[src/shared/cfcs_pkg.sv]
package cfcs_pkg;

  // ***************************************************
  // address and command
  // ***************************************************
  localparam logic [4:0] ADDR_FIXED     = 5'h1A;
  localparam int         CMD_OP_BIT     = 7;
  localparam int         NUM_BYTES      = 7;

  // ***************************************************
  // register byte offsets
  // ***************************************************
  localparam logic [6:0] OFS_REVISION   = 7'h00;
  localparam logic [6:0] OFS_RSVD_ONE   = 7'h01;
  localparam logic [6:0] OFS_UPPER_DIV  = 7'h02;
  localparam logic [6:0] OFS_RSVD_THREE = 7'h03;
  localparam logic [6:0] OFS_LOWER_DIV  = 7'h04;
  localparam logic [6:0] OFS_CHIP_EN    = 7'h05;
  localparam logic [6:0] OFS_OUT_EN_LO  = 7'h06;

  // ***************************************************
  // field positions
  // ***************************************************
  localparam int REV_LSB      = 3;
  localparam int GROUP_ON_BIT = 5;
  localparam int CHIP_EN_BIT  = 7;
  localparam int RATIO_W      = 4;

  // ***************************************************
  // reset values
  // ***************************************************
  localparam logic [7:0] RST_REVISION   = 8'h00;
  localparam logic [7:0] RST_RSVD_ONE   = 8'h20;
  localparam logic [7:0] RST_DIV_CTRL   = 8'h30;
  localparam logic [7:0] RST_RSVD_THREE = 8'h00;
  localparam logic [7:0] RST_CHIP_EN    = 8'hFF;
  localparam logic [7:0] RST_OUT_EN_LO  = 8'hF0;
  localparam logic [7:0] RO_MASK_CHIP   = 8'h40;

  // ***************************************************
  // ratio table
  // ***************************************************
  localparam logic [3:0] RATIO_MAX_CODE = 4'hA;

  function automatic logic [6:0] cfcs_ratio(input logic [3:0] code);
    case (code)
      4'h0:    cfcs_ratio = 7'd1;
      4'h1:    cfcs_ratio = 7'd2;
      4'h2:    cfcs_ratio = 7'd4;
      4'h3:    cfcs_ratio = 7'd5;
      4'h4:    cfcs_ratio = 7'd8;
      4'h5:    cfcs_ratio = 7'd10;
      4'h6:    cfcs_ratio = 7'd16;
      4'h7:    cfcs_ratio = 7'd20;
      4'h8:    cfcs_ratio = 7'd32;
      4'h9:    cfcs_ratio = 7'd40;
      4'hA:    cfcs_ratio = 7'd80;
      default: cfcs_ratio = 7'd1;
    endcase
  endfunction

  typedef enum logic [2:0] {
    CFCS_IDLE, CFCS_ADDR, CFCS_CMD, CFCS_WDATA, CFCS_RDATA, CFCS_ACK, CFCS_RACK
  } cfcs_state_t;

endpackage

[src/shared/cfcs_div_if.sv]
`timescale 1ns/1ps
interface cfcs_div_if;
  logic [3:0] ratio_sel;
  logic       group_on;
  logic       div_out;
  modport ctrl (output ratio_sel, output group_on, input div_out);
  modport div  (input ratio_sel, input group_on, output div_out);
endinterface

[src/verilog/cfcs_divider.sv]
`timescale 1ns/1ps
module cfcs_divider
  import cfcs_pkg::*;
(
  // clock and reset
  input wire logic ref_clk,
  input wire logic nrst,
  // clock to divide
  input wire logic src_clk_en,
  // control and output
  cfcs_div_if.div  dif
);

  logic [6:0] ratio;
  logic [6:0] cnt;
  logic       q;

  assign ratio = cfcs_ratio(dif.ratio_sel);

  // ratio applies at once, glitch allowed
  always_ff @(posedge ref_clk or negedge nrst) begin
    if (!nrst) begin
      cnt <= 7'd0;
      q   <= 1'b0;
    end else if (!dif.group_on) begin
      cnt <= 7'd0;
      q   <= 1'b0;
    end else if (src_clk_en) begin
      // one source edge per pulse, so ratio pulses per half period
      if (cnt >= ratio - 7'd1) begin
        cnt <= 7'd0;
        q   <= ~q;
      end else begin
        cnt <= cnt + 7'd1;
      end
    end
  end

  assign dif.div_out = q;

endmodule

[src/verilog/cfcs_slave.sv]
// What this block does
// answer only address 11010 plus the two address-select pin levels
// bit after address: 0 writes into device, 1 reads from it
// fast-mode 7-bit slave; master keeps clock at or below 400 kbit/s
// command byte top bit must be 1 for byte or word access
// command low seven bits give the register byte offset
// byte commands 80h through 86h address bytes 0 through 6
// word access at offset n moves byte n then byte n+1
// byte 0 read-only, revision code in bits 5 to 3
// byte 2 bit 5 enables upper group, outputs 9 to 5; resets 1
// byte 2 bits 3 to 0 select upper ratio; reset zero
// byte 4 bit 5 enables lower group, outputs 4 to 0; resets 1
// byte 4 bits 3 to 0 select lower ratio; reset zero
// byte 5 bit 7 chip enable; 0 gives quiescent state; resets 1
// byte 5 bits 5 to 2 enable outputs 9 to 6; reset 1
// bus traffic never disturbs outputs a write leaves unchanged
// new ratio applies immediately, no group resynchronisation
// after reset all outputs enabled, both groups divide by one
// disabled output stops driving; both lines pulled to supply
// ratio codes 0 to 10 give 1,2,4,5,8,10,16,20,32,40,80
// byte 5 bits 1,0 and byte 6 bits 7-4 enable outputs 5,4,3-0
// write: start, address, command, one or two data bytes, stop
// read: set offset by write, repeated start, bytes, nack, stop
// master writes reserved bits with their power-up values
`timescale 1ns/1ps
module cfcs_slave
  import cfcs_pkg::*;
#(
  parameter logic [2:0] REVISION_CODE = 3'h5  // arbitrary value
)(
  // clock and reset
  input  wire logic       ref_clk,
  input  wire logic       nrst,
  // address straps
  input  wire logic       addr_sel_pin_hi,
  input  wire logic       addr_sel_pin_lo,
  // serial link
  input  wire logic       scl_in,
  input  wire logic       sda_in,
  output logic            sda_out,
  output logic            sda_oe,
  // clock fanout
  input  wire logic       src_clk_en,
  output logic [9:0]      clk_out_pos,
  output logic [9:0]      clk_out_neg,
  output logic [9:0]      out_drive_on,
  output logic            chip_on
);

  // ***************************************************
  // pin synchronisers
  // ***************************************************
  logic [2:0] scl_s;
  logic [2:0] sda_s;
  logic       scl_q;
  logic       sda_q;
  logic       scl_prev;
  logic       sda_prev;
  logic [1:0] strap;
  logic [5:0] strap_s;

  // pin synchronisers
  always_ff @(posedge ref_clk or negedge nrst) begin
    if (!nrst) begin
      scl_s <= 3'h7;
      sda_s <= 3'h7;
    end else begin
      scl_s <= {scl_s[1:0], scl_in};
      sda_s <= {sda_s[1:0], sda_in};
    end
  end

  always_ff @(posedge ref_clk or negedge nrst) begin
    if (!nrst) begin
      scl_q <= 1'b1;
      sda_q <= 1'b1;
    end else begin
      if (scl_s[1] == scl_s[2])
        scl_q <= scl_s[2];
      if (sda_s[1] == sda_s[2])
        sda_q <= sda_s[2];
    end
  end

  always_ff @(posedge ref_clk or negedge nrst) begin
    if (!nrst) begin
      scl_prev <= 1'b1;
      sda_prev <= 1'b1;
      strap_s  <= 6'h00;
      strap    <= 2'h0;
    end else begin
      scl_prev <= scl_q;
      sda_prev <= sda_q;
      strap_s  <= {strap_s[3:0], addr_sel_pin_hi, addr_sel_pin_lo};
      if (strap_s[3:2] == strap_s[5:4])
        strap <= strap_s[5:4];
    end
  end

  logic scl_rise;
  logic scl_fall;
  logic start_det;
  logic stop_det;
  assign scl_rise  = scl_q & ~scl_prev;
  assign scl_fall  = ~scl_q & scl_prev;
  assign start_det = scl_q & scl_prev & sda_prev & ~sda_q;
  assign stop_det  = scl_q & scl_prev & ~sda_prev & sda_q;

  // ***************************************************
  // register bytes
  // ***************************************************
  logic [7:0] regs [NUM_BYTES];
  logic [7:0] rd_byte;
  logic [6:0] ofs;

  // offsets 0 to 6
  always_comb begin
    rd_byte = 8'h00;
    if (ofs < 7'(NUM_BYTES))
      rd_byte = regs[ofs[2:0]];
    // revision read-only
    if (ofs == OFS_REVISION)
      rd_byte = 8'(REVISION_CODE) << REV_LSB;
  end

  // ***************************************************
  // protocol engine
  // ***************************************************
  cfcs_state_t state;
  cfcs_state_t ack_next;
  logic [7:0]  shreg;
  logic [3:0]  bitn;
  logic        wr_stb;
  logic [7:0]  wr_val;
  logic [6:0]  wr_ofs;

  always_ff @(posedge ref_clk or negedge nrst) begin
    if (!nrst) begin
      state    <= CFCS_IDLE;
      ack_next <= CFCS_IDLE;
      shreg    <= 8'h00;
      bitn     <= 4'h0;
      ofs      <= 7'h00;
      sda_out  <= 1'b0;
      sda_oe   <= 1'b0;
      wr_stb   <= 1'b0;
      wr_val   <= 8'h00;
      wr_ofs   <= 7'h00;
    end else begin
      wr_stb <= 1'b0;
      if (start_det) begin
        // repeated start keeps offset
        state    <= CFCS_ADDR;
        bitn     <= 4'h0;
        sda_oe   <= 1'b0;
      end else if (stop_det) begin
        state  <= CFCS_IDLE;
        sda_oe <= 1'b0;
      end else begin
        case (state)
          CFCS_IDLE: sda_oe <= 1'b0;
          CFCS_ADDR, CFCS_CMD, CFCS_WDATA: begin
            if (scl_rise) begin
              shreg <= {shreg[6:0], sda_q};
              bitn  <= bitn + 4'h1;
            end else if (scl_fall && bitn == 4'h8) begin
              bitn <= 4'h0;
              if (state == CFCS_ADDR) begin
                // address match
                if (shreg[7:3] == ADDR_FIXED && shreg[2:1] == strap) begin
                  // direction bit
                  ack_next <= shreg[0] ? CFCS_RDATA : CFCS_CMD;
                  sda_out  <= 1'b0;
                  sda_oe   <= 1'b1;
                  state    <= CFCS_ACK;
                end else begin
                  state <= CFCS_IDLE;
                end
              end else if (state == CFCS_CMD) begin
                // command selects offset
                if (shreg[CMD_OP_BIT]) begin
                  ofs      <= shreg[6:0];
                  ack_next <= CFCS_WDATA;
                  sda_out  <= 1'b0;
                  sda_oe   <= 1'b1;
                  state    <= CFCS_ACK;
                end else begin
                  state <= CFCS_IDLE;
                end
              end else begin
                // data write, offset steps
                wr_stb   <= 1'b1;
                wr_val   <= shreg;
                wr_ofs   <= ofs;
                ofs      <= ofs + 7'h1;
                ack_next <= CFCS_WDATA;
                sda_out  <= 1'b0;
                sda_oe   <= 1'b1;
                state    <= CFCS_ACK;
              end
            end
          end
          CFCS_ACK: begin
            if (scl_fall) begin
              state <= ack_next;
              if (ack_next == CFCS_RDATA) begin
                shreg   <= {rd_byte[6:0], 1'b0};
                sda_out <= rd_byte[7];
                sda_oe  <= ~rd_byte[7];
                bitn    <= 4'h1;
              end else begin
                sda_oe <= 1'b0;
              end
            end
          end
          CFCS_RDATA: begin
            if (scl_fall) begin
              if (bitn == 4'h8) begin
                sda_oe <= 1'b0;
                ofs    <= ofs + 7'h1;
                state  <= CFCS_RACK;
              end else begin
                sda_out <= shreg[7];
                sda_oe  <= ~shreg[7];
                shreg   <= {shreg[6:0], 1'b0};
                bitn    <= bitn + 4'h1;
              end
            end
          end
          CFCS_RACK: begin
            // nack ends read
            if (scl_rise) begin
              ack_next <= sda_q ? CFCS_IDLE : CFCS_RDATA;
              state    <= sda_q ? CFCS_IDLE : CFCS_ACK;
            end
          end
          default: state <= CFCS_IDLE;
        endcase
      end
    end
  end

  // ***************************************************
  // register write
  // ***************************************************
  always_ff @(posedge ref_clk or negedge nrst) begin
    if (!nrst) begin
      // power-on defaults
      regs[0] <= RST_REVISION;
      regs[1] <= RST_RSVD_ONE;
      regs[2] <= RST_DIV_CTRL;
      regs[3] <= RST_RSVD_THREE;
      regs[4] <= RST_DIV_CTRL;
      regs[5] <= RST_CHIP_EN;
      regs[6] <= RST_OUT_EN_LO;
    end else if (wr_stb && wr_ofs < 7'(NUM_BYTES) && wr_ofs != OFS_REVISION) begin
      // only addressed byte changes
      if (wr_ofs == OFS_CHIP_EN)
        regs[5] <= (wr_val & ~RO_MASK_CHIP) | RO_MASK_CHIP;
      else
        regs[wr_ofs[2:0]] <= wr_val;
    end
  end

  // ***************************************************
  // dividers and outputs
  // ***************************************************
  cfcs_div_if up_if ();
  cfcs_div_if lo_if ();

  // upper group control
  assign up_if.ratio_sel = regs[OFS_UPPER_DIV[2:0]][RATIO_W-1:0];
  assign up_if.group_on  = regs[OFS_UPPER_DIV[2:0]][GROUP_ON_BIT] & chip_on;
  // lower group control
  assign lo_if.ratio_sel = regs[OFS_LOWER_DIV[2:0]][RATIO_W-1:0];
  assign lo_if.group_on  = regs[OFS_LOWER_DIV[2:0]][GROUP_ON_BIT] & chip_on;

  // divide immediately
  cfcs_divider u_upper (
    .ref_clk    (ref_clk),
    .nrst       (nrst),
    .src_clk_en (src_clk_en),
    .dif        (up_if.div)
  );

  cfcs_divider u_lower (
    .ref_clk    (ref_clk),
    .nrst       (nrst),
    .src_clk_en (src_clk_en),
    .dif        (lo_if.div)
  );

  // chip enable
  assign chip_on = regs[OFS_CHIP_EN[2:0]][CHIP_EN_BIT];

  // per output enables
  logic [9:0] next_drive;
  always_comb begin
    next_drive[9:6] = regs[5][5:2];
    next_drive[5:4] = regs[5][1:0];
    next_drive[3:0] = regs[6][7:4];
    next_drive[9:5] = next_drive[9:5] & {5{up_if.group_on}};
    next_drive[4:0] = next_drive[4:0] & {5{lo_if.group_on}};
  end

  // disabled pair sits high
  always_ff @(posedge ref_clk or negedge nrst) begin
    if (!nrst) begin
      out_drive_on <= 10'h000;
      clk_out_pos  <= 10'h3FF;
      clk_out_neg  <= 10'h3FF;
    end else begin
      out_drive_on <= next_drive;
      for (int i = 0; i < 10; i++) begin
        if (next_drive[i]) begin
          clk_out_pos[i] <= (i > 4) ? up_if.div_out : lo_if.div_out;
          clk_out_neg[i] <= (i > 4) ? ~up_if.div_out : ~lo_if.div_out;
        end else begin
          clk_out_pos[i] <= 1'b1;
          clk_out_neg[i] <= 1'b1;
        end
      end
    end
  end

endmodule

[config.mk]
export PLATFORM = sky130hd
export DESIGN_NAME = cfcs_slave
export DESIGN_NICKNAME = d
export VERILOG_FILES = /design/src/shared/cfcs_pkg.sv /design/src/shared/cfcs_div_if.sv /design/src/verilog/cfcs_divider.sv /design/src/verilog/cfcs_slave.sv
export SDC_FILE = /design/constraint.sdc
export NUM_CORES = 1
export LEC_CHECK = 0
export BUFFER_PORTS_ARGS = -buffer_cell sky130_fd_sc_hd__buf_2
export CAP_MARGIN = 20
export CORE_AREA = 2 2 115 117
export CTS_CLUSTER_DIAMETER = 60
export CTS_CLUSTER_SIZE = 12
export DETAILED_ROUTE_END_ITERATION = 12
export DIE_AREA = 0 0 117 119
export PLACE_DENSITY = 0.95
export SYNTH_ARGS = -nofsm -noshare
export SYNTH_HDL_FRONTEND = slang
export SYNTH_SLANG_ARGS = --single-unit
[constraint.sdc]
create_clock -name ref_clk -period 8.4 [get_ports ref_clk]
set_input_delay 0.42 -clock ref_clk [delete_from_list [all_inputs] [get_ports ref_clk]]
set_output_delay 0.42 -clock ref_clk [all_outputs]
set_load 0.02 [all_outputs]
==> metrics.csv, run 1 <==
metric;value;unit
status;complete, no violations;
Sink Count;163;
critical-path maximum fanout;13;
final hold vios;0;
Synth cell types;79;
Die Height;119;um
cts bufs inserted;17;
Die Area;0.01392;mm2
cts repair resizes;0;
routed via count;5957;
Skew-Pair Late Insertion Delay;430;ps
Sequential Power Share;0.501;
Cell Int Power;1294;uW
initial antenna violation count;0;
share of layout cells above drive strength 1;0.2656;
Ports;40;
final setup fails;0;
Final GP Congestion;0.8738;
Pleak;0.003954;uW
post-synthesis net count;771;
proportion of netlist area held by the largest area contributor;0.3514;
mux contribution to synthesized area;0.1303;
Power Dens Cells;191.3;mW/mm2
Final Total Pwr;1729;uW
Synth Area in XOR/XNOR;0.02227;
area leader, netlist;dfrtp_1;
Simple-Gate Fraction of Synth Area;0.1516;
Worst EP required;8710;ps
largest net degree at the start of global routing;92;
cell area after synthesis;0.008260;mm2
adder-cell share of the synthesized area;0.04181;
first-pass GRT wire length;30810;um
Synth area leaders;dfrtp_1, dfstp_2, mux2_2, mux2_4, ha_1;
Root Buffer;clkbuf_16;
peak supply drop;134.5;uV
effective utilization at floorplan;0.6416;
register area share after synthesis;0.5009;
synthesized flop and latch total;163;
Via-to-Cell Ratio;6.310;
Final Net Count;788;
Post-synth EDFFs;0;
First-pass DRT Iterations;5;
Slew HR;0.3295;
cell family with most CP delay;compound AO/OA/AOI/OAI gates;
die outline width;117;um
most used flip-flop cell after synthesis;dfrtp_1;
setup_tns;0;ps
post-synthesis compound-gate area fraction;0.1151;
combinational share of power;0.062;
cts hold-fix bufs;0;
final worst path period share;0.4372;
Rows;42;
asr flop ratio synth;1.000;
Syn Area/Cell;11.19;um2
post-CTS setup buffers;0;
worst-margin pin slew;1002;ps
final wirelength;19030;um
max-cap violations;0;
Total Routing Usage GR;0.2909;
RSZ-0062 raised after global routing;false;
max incr delay on CP;580;ps
H-tree lvl count;4;
mean routed wirelength per cell;20.16;um
core box area;0.01287;mm2
Sw Ratio;0.2515;
CTS tree;built;
Filler cells;818;
WP buf/inv;0;
crit path kind;reg2reg;
Slowest cell on crit path;dfrtp_1;
global route overflow;0;
Post-DP HPWL;11000;um
Synth warnings;0;
largest family of logic cells by synthesized area;simple AND/OR/NAND/NOR gates;
CTS Buffer Depth;2;
I/O Buffers;39;
post-route minimum period;3673;ps
Layout area overhead;9.376;%
critical path, cell by cell;ha_1 > or3_1 > a21oi_1 > o21bai_1 > nor3_1 > a21oi_1 > o221ai_1 > ha_1 > a21o_1 > a221o_1 > a31oi_2 > nor2_1 > mux2_2;
Final Skew;19.44;ps
Sw Pwr;434.8;uW
ant diodes;0;
Clock power frac;0.437;
Peak Freq;272.3;MHz
DRC;0;
crit path capture type;register;
CTS clk-pin slew, worst paths;70;ps
Pins Over Slew Limit;0;
antenna-violating nets left;0;
Hold Crit Class;in2async;
Iteration-0 DRC Markers;800;
vias in the first global route;5838;
crit path DAT;3990;ps
Mapped Cells;738;
CP startpoint kind;register;
layout make-up:
class                      count  area (um2)  share of cell area
clock buffer                  24       515.5             0.05706
sequential                   163        4138              0.4580
inverter                      20       75.07            0.008309
clock inverter                 8       61.31            0.006786
tap                          176       220.2             0.02437
timing repair buffer          41       216.5             0.02396
multi-input combinational    512        3809              0.4215
layout by cell type (no fill, tap or decap), types with 5 or more instances in the layout:
cell type / synthesis / layout
a21o_1: 8 / 8
a21oi_1: 45 / 45
a22o_1: 5 / 5
a22oi_1: 6 / 6
a31oi_1: 5 / 5
and3_1: 16 / 16
buf_2: 10 / 38
clkbuf_16: 0 / 20
dfrtp_1: 116 / 116
dfstp_2: 47 / 47
ha_1: 26 / 26
inv_1: 19 / 19
mux2_2: 35 / 35
mux2_4: 24 / 24
mux2i_1: 13 / 13
mux4_2: 8 / 8
nand2_1: 63 / 63
nand2b_1: 14 / 14
nand3_1: 12 / 12
nand3b_1: 9 / 9
nor2_1: 66 / 66
nor2b_1: 7 / 7
nor3_1: 10 / 10
o2111ai_1: 5 / 5
o21ai_0: 31 / 31
o21ai_1: 5 / 5
o21bai_1: 5 / 5
xnor2_1: 11 / 11
xor2_1: 10 / 10
layer usage:
layer	part of all wire	global-route usage	vias up
met1	0.40	0.3784	2936
met4	0.035	0.1449	0
met2	0.50	0.4473	308
li1	-	-	2646
met5	0	0	-
met3	0.064	0.08041	67
power by group through the flow:
stage               logic [uW]  registers (uW)  clock network, uW
CTS                        107             863                762
floorplan                 76.4             856                  0
global placement          97.1             873                  0
finish                     108             866                755
global route               120             869                801
detailed placement         102             875                  0
through the flow:
stage	setup WS [ps]	cells	cell area (um2)	hold WS [ps]	utilization
2_1_floorplan	5236	738	8260	124.4	-
3_3_place_gp	4979	912	8458	334.1	0.6569
3_5_place_dp	4850	912	8458	334.7	0.6569
4_1_cts	4780	944	9035	79.34	0.7017
5_1_grt	4599	944	9035	79.18	0.7017
6_report	4727	944	9035	79.14	0.7017
cells in the mapped netlist (11+ instances only):
cell	number
clkbuf_1	23
a21oi_1	45
dfrtp_1	116
mux2_4	24
and3_1	16
dfstp_2	47
inv_1	19
ha_1	26
nand2_1	63
nand2b_1	14
mux2i_1	13
nor2_1	66
nand3_1	12
mux2_2	35
xnor2_1	11
o21ai_0	31
state kept, by name, indices dropped and copies added (netlist names), 4 cells and up:
register         flops
strap_s              6
u_upper.cnt          7
ofs                  7
shreg                8
bitn                 4
clk_out_pos         10
u_lower.cnt          7
clk_out_neg         10
wr_ofs               7
out_drive_on        10
regs                51
wr_val               8
lo_if.ratio_sel      4
path summary, 6_finish.rpt:
path                            slack, ps                               to  cells after the start                           start
worst min-delay path                   80             state[2]$_DFFE_PN0P_                      1                            nrst
worst min register to register        350             strap_s[2]$_DFF_PN0_                      0            strap_s[0]$_DFF_PN0_
max in group asynchronous            6950        out_drive_on[4]$_DFF_PN0_                      2                            nrst
worst max register to register       4730  u_lower.dif.div_out$_DFFE_PN0P_                     13  lo_if.ratio_sel[1]$_DFFE_PN0P_
worst max-delay path                 4730  u_lower.dif.div_out$_DFFE_PN0P_                     13  lo_if.ratio_sel[1]$_DFFE_PN0P_
min in group ref_clk                  100               scl_s[0]$_DFF_PN1_                      1                          scl_in
cell families (layout without fill, tap and decap cells):
logic type,after synthesis,in the layout
multiplexers,81,81
AND/OR/NAND/NOR,235,235
XOR/XNOR,21,21
AO/OA/AOI/OAI,147,147
buffers and inverters,63,93
adder cells (fa/ha/maj),28,28
flip-flops,163,163
(Power assumes the default switching activity.)
==> run 2, diff against run 1 <==
CORE_AREA = 2 2 119 121   (was 2 2 115 117)
DIE_AREA = 0 0 121 123   (was 0 0 117 119)
PLACE_DENSITY = 0.9   (was 0.95)
clock period = 3.8 ns   (was 8.4 ns; I/O delays follow)
==> metrics.csv, run 2 (synthesis gave the netlist of run 1 again) <==
metric;value;unit
mean routed wirelength per cell;18.12;um
largest reg by FF count;regs;
first-pass GRT wire length;28660;um
Die Height;123;um
Ports;40;
First-pass DRT Iterations;5;
peak supply drop;344.4;uV
crit path kind;reg2reg;
final setup fails;0;
Pleak;0.003984;uW
CTS clk-pin slew, worst paths;70;ps
CTS Buffer Depth;2;
Final GP Congestion;0.8794;
RSZ-0062 raised after global routing;false;
share of layout cells above drive strength 1;0.2678;
flop-to-flop setup slack;160;ps
Final Net Count;793;
final hold vios;0;
Cell Count, Final, Fillers Out;953;
Total Routing Usage GR;0.2484;
largest net degree at the start of global routing;164;
Post-DP HPWL;11130;um
Die Area;0.01488;mm2
crit path to;u_lower.dif.div_out$_DFFE_PN0P_;
critical-path maximum fanout;13;
post-route minimum period;3641;ps
Root Buffer;clkbuf_16;
setup_tns;0;ps
Rows;43;
CP startpoint kind;register;
Slew HR;0.2610;
vias in the first global route;5613;
Final Skew;8.387;ps
cts bufs inserted;17;
Final Total Pwr;3856;uW
Power Dens Cells;422.7;mW/mm2
Via-to-Cell Ratio;6.099;
Multi-input gate area;0.003809;mm2
ant diodes;0;
Peak Freq;274.7;MHz
effective utilization at floorplan;0.6069;
Worst EP required;4120;ps
Filler cells;892;
worst r2r src;lo_if.ratio_sel[1]$_DFFE_PN0P_;
Sink Count;163;
status;complete, no violations;
Inst Count DP;916;
Hold Crit Class;in2reg;
Pins Over Slew Limit;0;
crit path capture type;register;
worst-margin pin slew;1108;ps
commonest non-fill, non-tap cell in the layout;dfrtp_1;
routed via count;5812;
Largest register FFs;51;
final worst path period share;0.9581;
CTS tree;built;
reg2reg path depth;12;
Skew-Pair Late Insertion Delay;430;ps
register area;0.004139;mm2
max-cap violations;0;
crit path DAT;3960;ps
initial antenna violation count;0;
core box area;0.01361;mm2
final wirelength;17270;um
worst reg2reg path endpoint;u_lower.dif.div_out$_DFFE_PN0P_;
CP Launch Point;lo_if.ratio_sel[1]$_DFFE_PN0P_;
H-tree lvl count;4;
die outline width;121;um
Layout area overhead;10.44;%
Iteration-0 DRC Markers;602;
I/O Buffers;39;
DRC;0;
commonest cells after routing, fill and taps aside;dfrtp_1, nor2_1, nand2_1;
antenna-violating nets left;0;
global route overflow;0;
[run 2: per-stage QoR]
stage	area (um2)	hold slack, ps	utilization	setup WS, ps
floorplan	8260	-105.6	-	636.1
global placement	8476	295.4	0.6227	381.5
detailed placement	8476	298.3	0.6227	282.3
CTS	9121	109.6	0.6701	110.8
global route	9123	128.6	0.6702	15.96
finish	9123	124.7	0.6702	159.1
[run 2: area by class of cell]
| class | count | area share |
|---|---|---|
| sequential | 163 | 0.4537 |
| multi-input combinational | 512 | 0.4175 |
| clock buffer | 21 | 0.05294 |
| timing repair buffer | 46 | 0.03059 |
| tap | 180 | 0.02469 |
| clock inverter | 11 | 0.01234 |
| inverter | 20 | 0.008229 |
[run 2: repair_timing]
action,CTS,global route
gates resized for setup,0,1
setup buffers,0,0
endpoints found under the hold margin,120,0
hold buffers,5,0
setup endpoints to repair,0,1
[run 2: critical path: stages (launching register included)]
cell,delay [ps]
dfrtp_2,490
ha_1,350
or3_1,380
a21oi_1,150
o21bai_1,160
a21oi_1,240
o221ai_1,180
ha_1,350
and3_1,220
a221o_1,330
a31oi_2,290
nor2_1,100
mux2_2,290
[run 2: layer usage]
| metal | part of all wire | track usage |
|---|---|---|
| met1 | 0.42 | 0.3386 |
| met2 | 0.50 | 0.3880 |
| met3 | 0.058 | 0.04982 |
| met4 | 0.026 | 0.1119 |
| met5 | 0 | 0 |
[run 2: where the power goes]
part,internal [uW],leakage [uW],switching [uW]
Sequential,1800,0.00208,98.2
Clock,995,0.000292,722
Combinational,98.2,0.00161,138
[run 2: how the worst min path moves through the flow]
stage,start,to,slack (ps),depth (start not counted)
final,src_clk_en,u_upper.cnt[1]$_DFFE_PN0P_,120,3
after CTS,src_clk_en,u_upper.cnt[1]$_DFFE_PN0P_,110,3
after global placement,scl_in,scl_s[0]$_DFF_PN1_,300,1
after floorplan,nrst,ack_next[0]$_DFFE_PN0P_,-110,0
after global routing,src_clk_en,u_upper.cnt[1]$_DFFE_PN0P_,130,3
after detailed placement,sda_in,sda_s[0]$_DFF_PN1_,300,1
==> run 3, diff against run 2 <==
PLACE_DENSITY = 0.79   (was 0.9)
==> metrics.csv, run 3 (synthesis gave the netlist of run 1 again) <==
metric;value;unit
hold slack;136.9;ps
final setup fails;0;
mean routed wirelength per cell;17.81;um
Pins Over Slew Limit;0;
Post-DP HPWL;11460;um
Filler cells;953;
Pleak;0.003975;uW
commonest non-fill, non-tap cell in the layout;dfrtp_1;
Hold Crit Class;in2reg;
Worst Hold Path Cells;3;
peak supply drop;330.7;uV
ant diodes;0;
vias in the first global route;5497;
RSZ-0062 raised after global routing;false;
Post-DP Area;0.008471;mm2
Largest register FFs;51;
Via-to-Cell Ratio;5.996;
flop-to-flop setup slack;290;ps
Slew HR;0.3422;
cts bufs inserted;17;
Layout area overhead;10.51;%
CTS clk-pin slew, worst paths;60;ps
CTS Buffer Depth;2;
first-pass GRT wire length;27810;um
final instance area;0.009129;mm2
crit path kind;reg2reg;
setup_tns;0;ps
crit path capture type;register;
max-cap violations;0;
commonest cells after routing, fill and taps aside;dfrtp_1, nor2_1, nand2_1;
effective utilization at floorplan;0.6069;
post-CTS setup buffers;0;
Sink Count;163;
largest net degree at the start of global routing;97;
reg2reg path depth;12;
Slowest cell on crit path;dfrtp_2;
Die Area;0.01488;mm2
CTS tree;built;
critical path, cell by cell;ha_1 > or3_1 > a21oi_1 > o21bai_1 > a21oi_1 > o221ai_1 > ha_1 > and3_1 > a221o_1 > a31oi_2 > nor2_1 > mux2_2;
Worst Hold Path EP;u_lower.cnt[0]$_DFFE_PN0P_;
final worst path period share;0.9228;
worst reg2reg path endpoint;u_lower.dif.div_out$_DFFE_PN0P_;
Total Routing Usage GR;0.2405;
DRC;0;
H-tree lvl count;4;
routed via count;5720;
Rows;43;
final hold vios;0;
Ports;40;
First-pass DRT Iterations;5;
max incr delay on CP;490;ps
status;complete, no violations;
die outline width;121;um
largest reg by FF count;regs;
critical-path maximum fanout;13;
Final Net Count;794;
share of layout cells above drive strength 1;0.2700;
global route overflow;0;
Final GP Congestion;0.8946;
Root Buffer;clkbuf_16;
I/O Buffers;39;
final wirelength;16990;um
worst-margin pin slew;983.6;ps
Skew-Pair Late Insertion Delay;430;ps
Peak Freq;285.2;MHz
Die Height;123;um
core box area;0.01361;mm2
Iteration-0 DRC Markers;483;
antenna-violating nets left;0;
post-route minimum period;3507;ps
Power Dens Cells;425.3;mW/mm2
crit path DAT;3820;ps
Final Skew;6.425;ps
CP startpoint kind;register;
hold path startpoint;src_clk_en;
initial antenna violation count;0;
Worst EP required;4120;ps
worst r2r src;lo_if.ratio_sel[1]$_DFFE_PN0P_;
run 3: cell count changes in the layout (fill, tap and decap cells not counted), moves of 2 or more:
| cell | before | now |
|---|---|---|
| clkinvlp_4 | 1 | 5 |
| inv_6 | 5 | 1 |
| buf_4 | 1 | 3 |
| bufinv_16 | 1 | 3 |
| clkbuf_16 | 19 | 17 |
run 3: what timing repair did:
| item | CTS | global route |
|---|---|---|
| resized for setup | 0 | 1 |
| hold endpoints to repair | 61 | 0 |
| hold buffers | 5 | 0 |
| setup endpoints to repair | 0 | 1 |
run 3: how the worst max path moves through the flow:
stage,to,slack (ps),start,cells after the start
finish,u_lower.dif.div_out$_DFFE_PN0P_,290,lo_if.ratio_sel[1]$_DFFE_PN0P_,12
global route,u_lower.dif.div_out$_DFFE_PN0P_,60,lo_if.ratio_sel[0]$_DFFE_PN0P_,13
CTS,u_lower.dif.div_out$_DFFE_PN0P_,280,lo_if.ratio_sel[1]$_DFFE_PN0P_,12
detailed placement,u_lower.dif.div_out$_DFFE_PN0P_,280,lo_if.ratio_sel[1]$_DFFE_PN0P_,13
global placement,u_lower.dif.div_out$_DFFE_PN0P_,360,lo_if.ratio_sel[1]$_DFFE_PN0P_,13
floorplan,u_lower.dif.div_out$_DFFE_PN0P_,640,lo_if.ratio_sel[0]$_DFFE_PN0P_,14
run 3: layout make-up:
cell class / count / area, um2 / area share
well taps: 180 / 225.2 / 0.02467
clock inverters: 14 / 177.7 / 0.01946
flip-flops and latches: 163 / 4139 / 0.4534
repair buffers: 47 / 274.0 / 0.03002
inverters: 20 / 75.07 / 0.008224
multi-input cells: 512 / 3809 / 0.4172
clock buffers: 18 / 429.2 / 0.04701
run 3: worst max-delay path, delay by kind of cell (launching register included):
family                   cells  cell delay [ps]
multiplexers                 1              270
AO/OA/AOI/OAI                6             1300
AND/OR/NAND/NOR              3              660
flip-flops                   1              490
adder cells (fa/ha/maj)      2              670
run 3: per-stage QoR:
step / worst slack (ps) / util / total power, uW / std cells
finish: 293.4 / 0.6707 / 3882 / 954
global route: 62.13 / 0.6707 / 4022 / 954
CTS: 277.0 / 0.6706 / 3904 / 954
detailed placement: 282.6 / 0.6223 / 2153 / 917
global placement: 363.9 / 0.6223 / 2138 / 917
floorplan: 636.1 / - / 2061 / 738
run 3: power by group:
part	total, uW	switching, uW	internal, uW
clock	1750	713	1040
sequential	1900	93.4	1810
combinational	230	133	96.4
run 3: per-layer routing:
metal | wire [um] | share of wire | vias up | GRT usage
met4 | 212 | 0.012 | 0 | 0.07558
met3 | 921 | 0.054 | 18 | 0.04751
li1 | - | - | 2652 | -
met5 | 0 | 0 | - | 0
met2 | 8686 | 0.51 | 173 | 0.4041
met1 | 7167 | 0.42 | 2877 | 0.3171
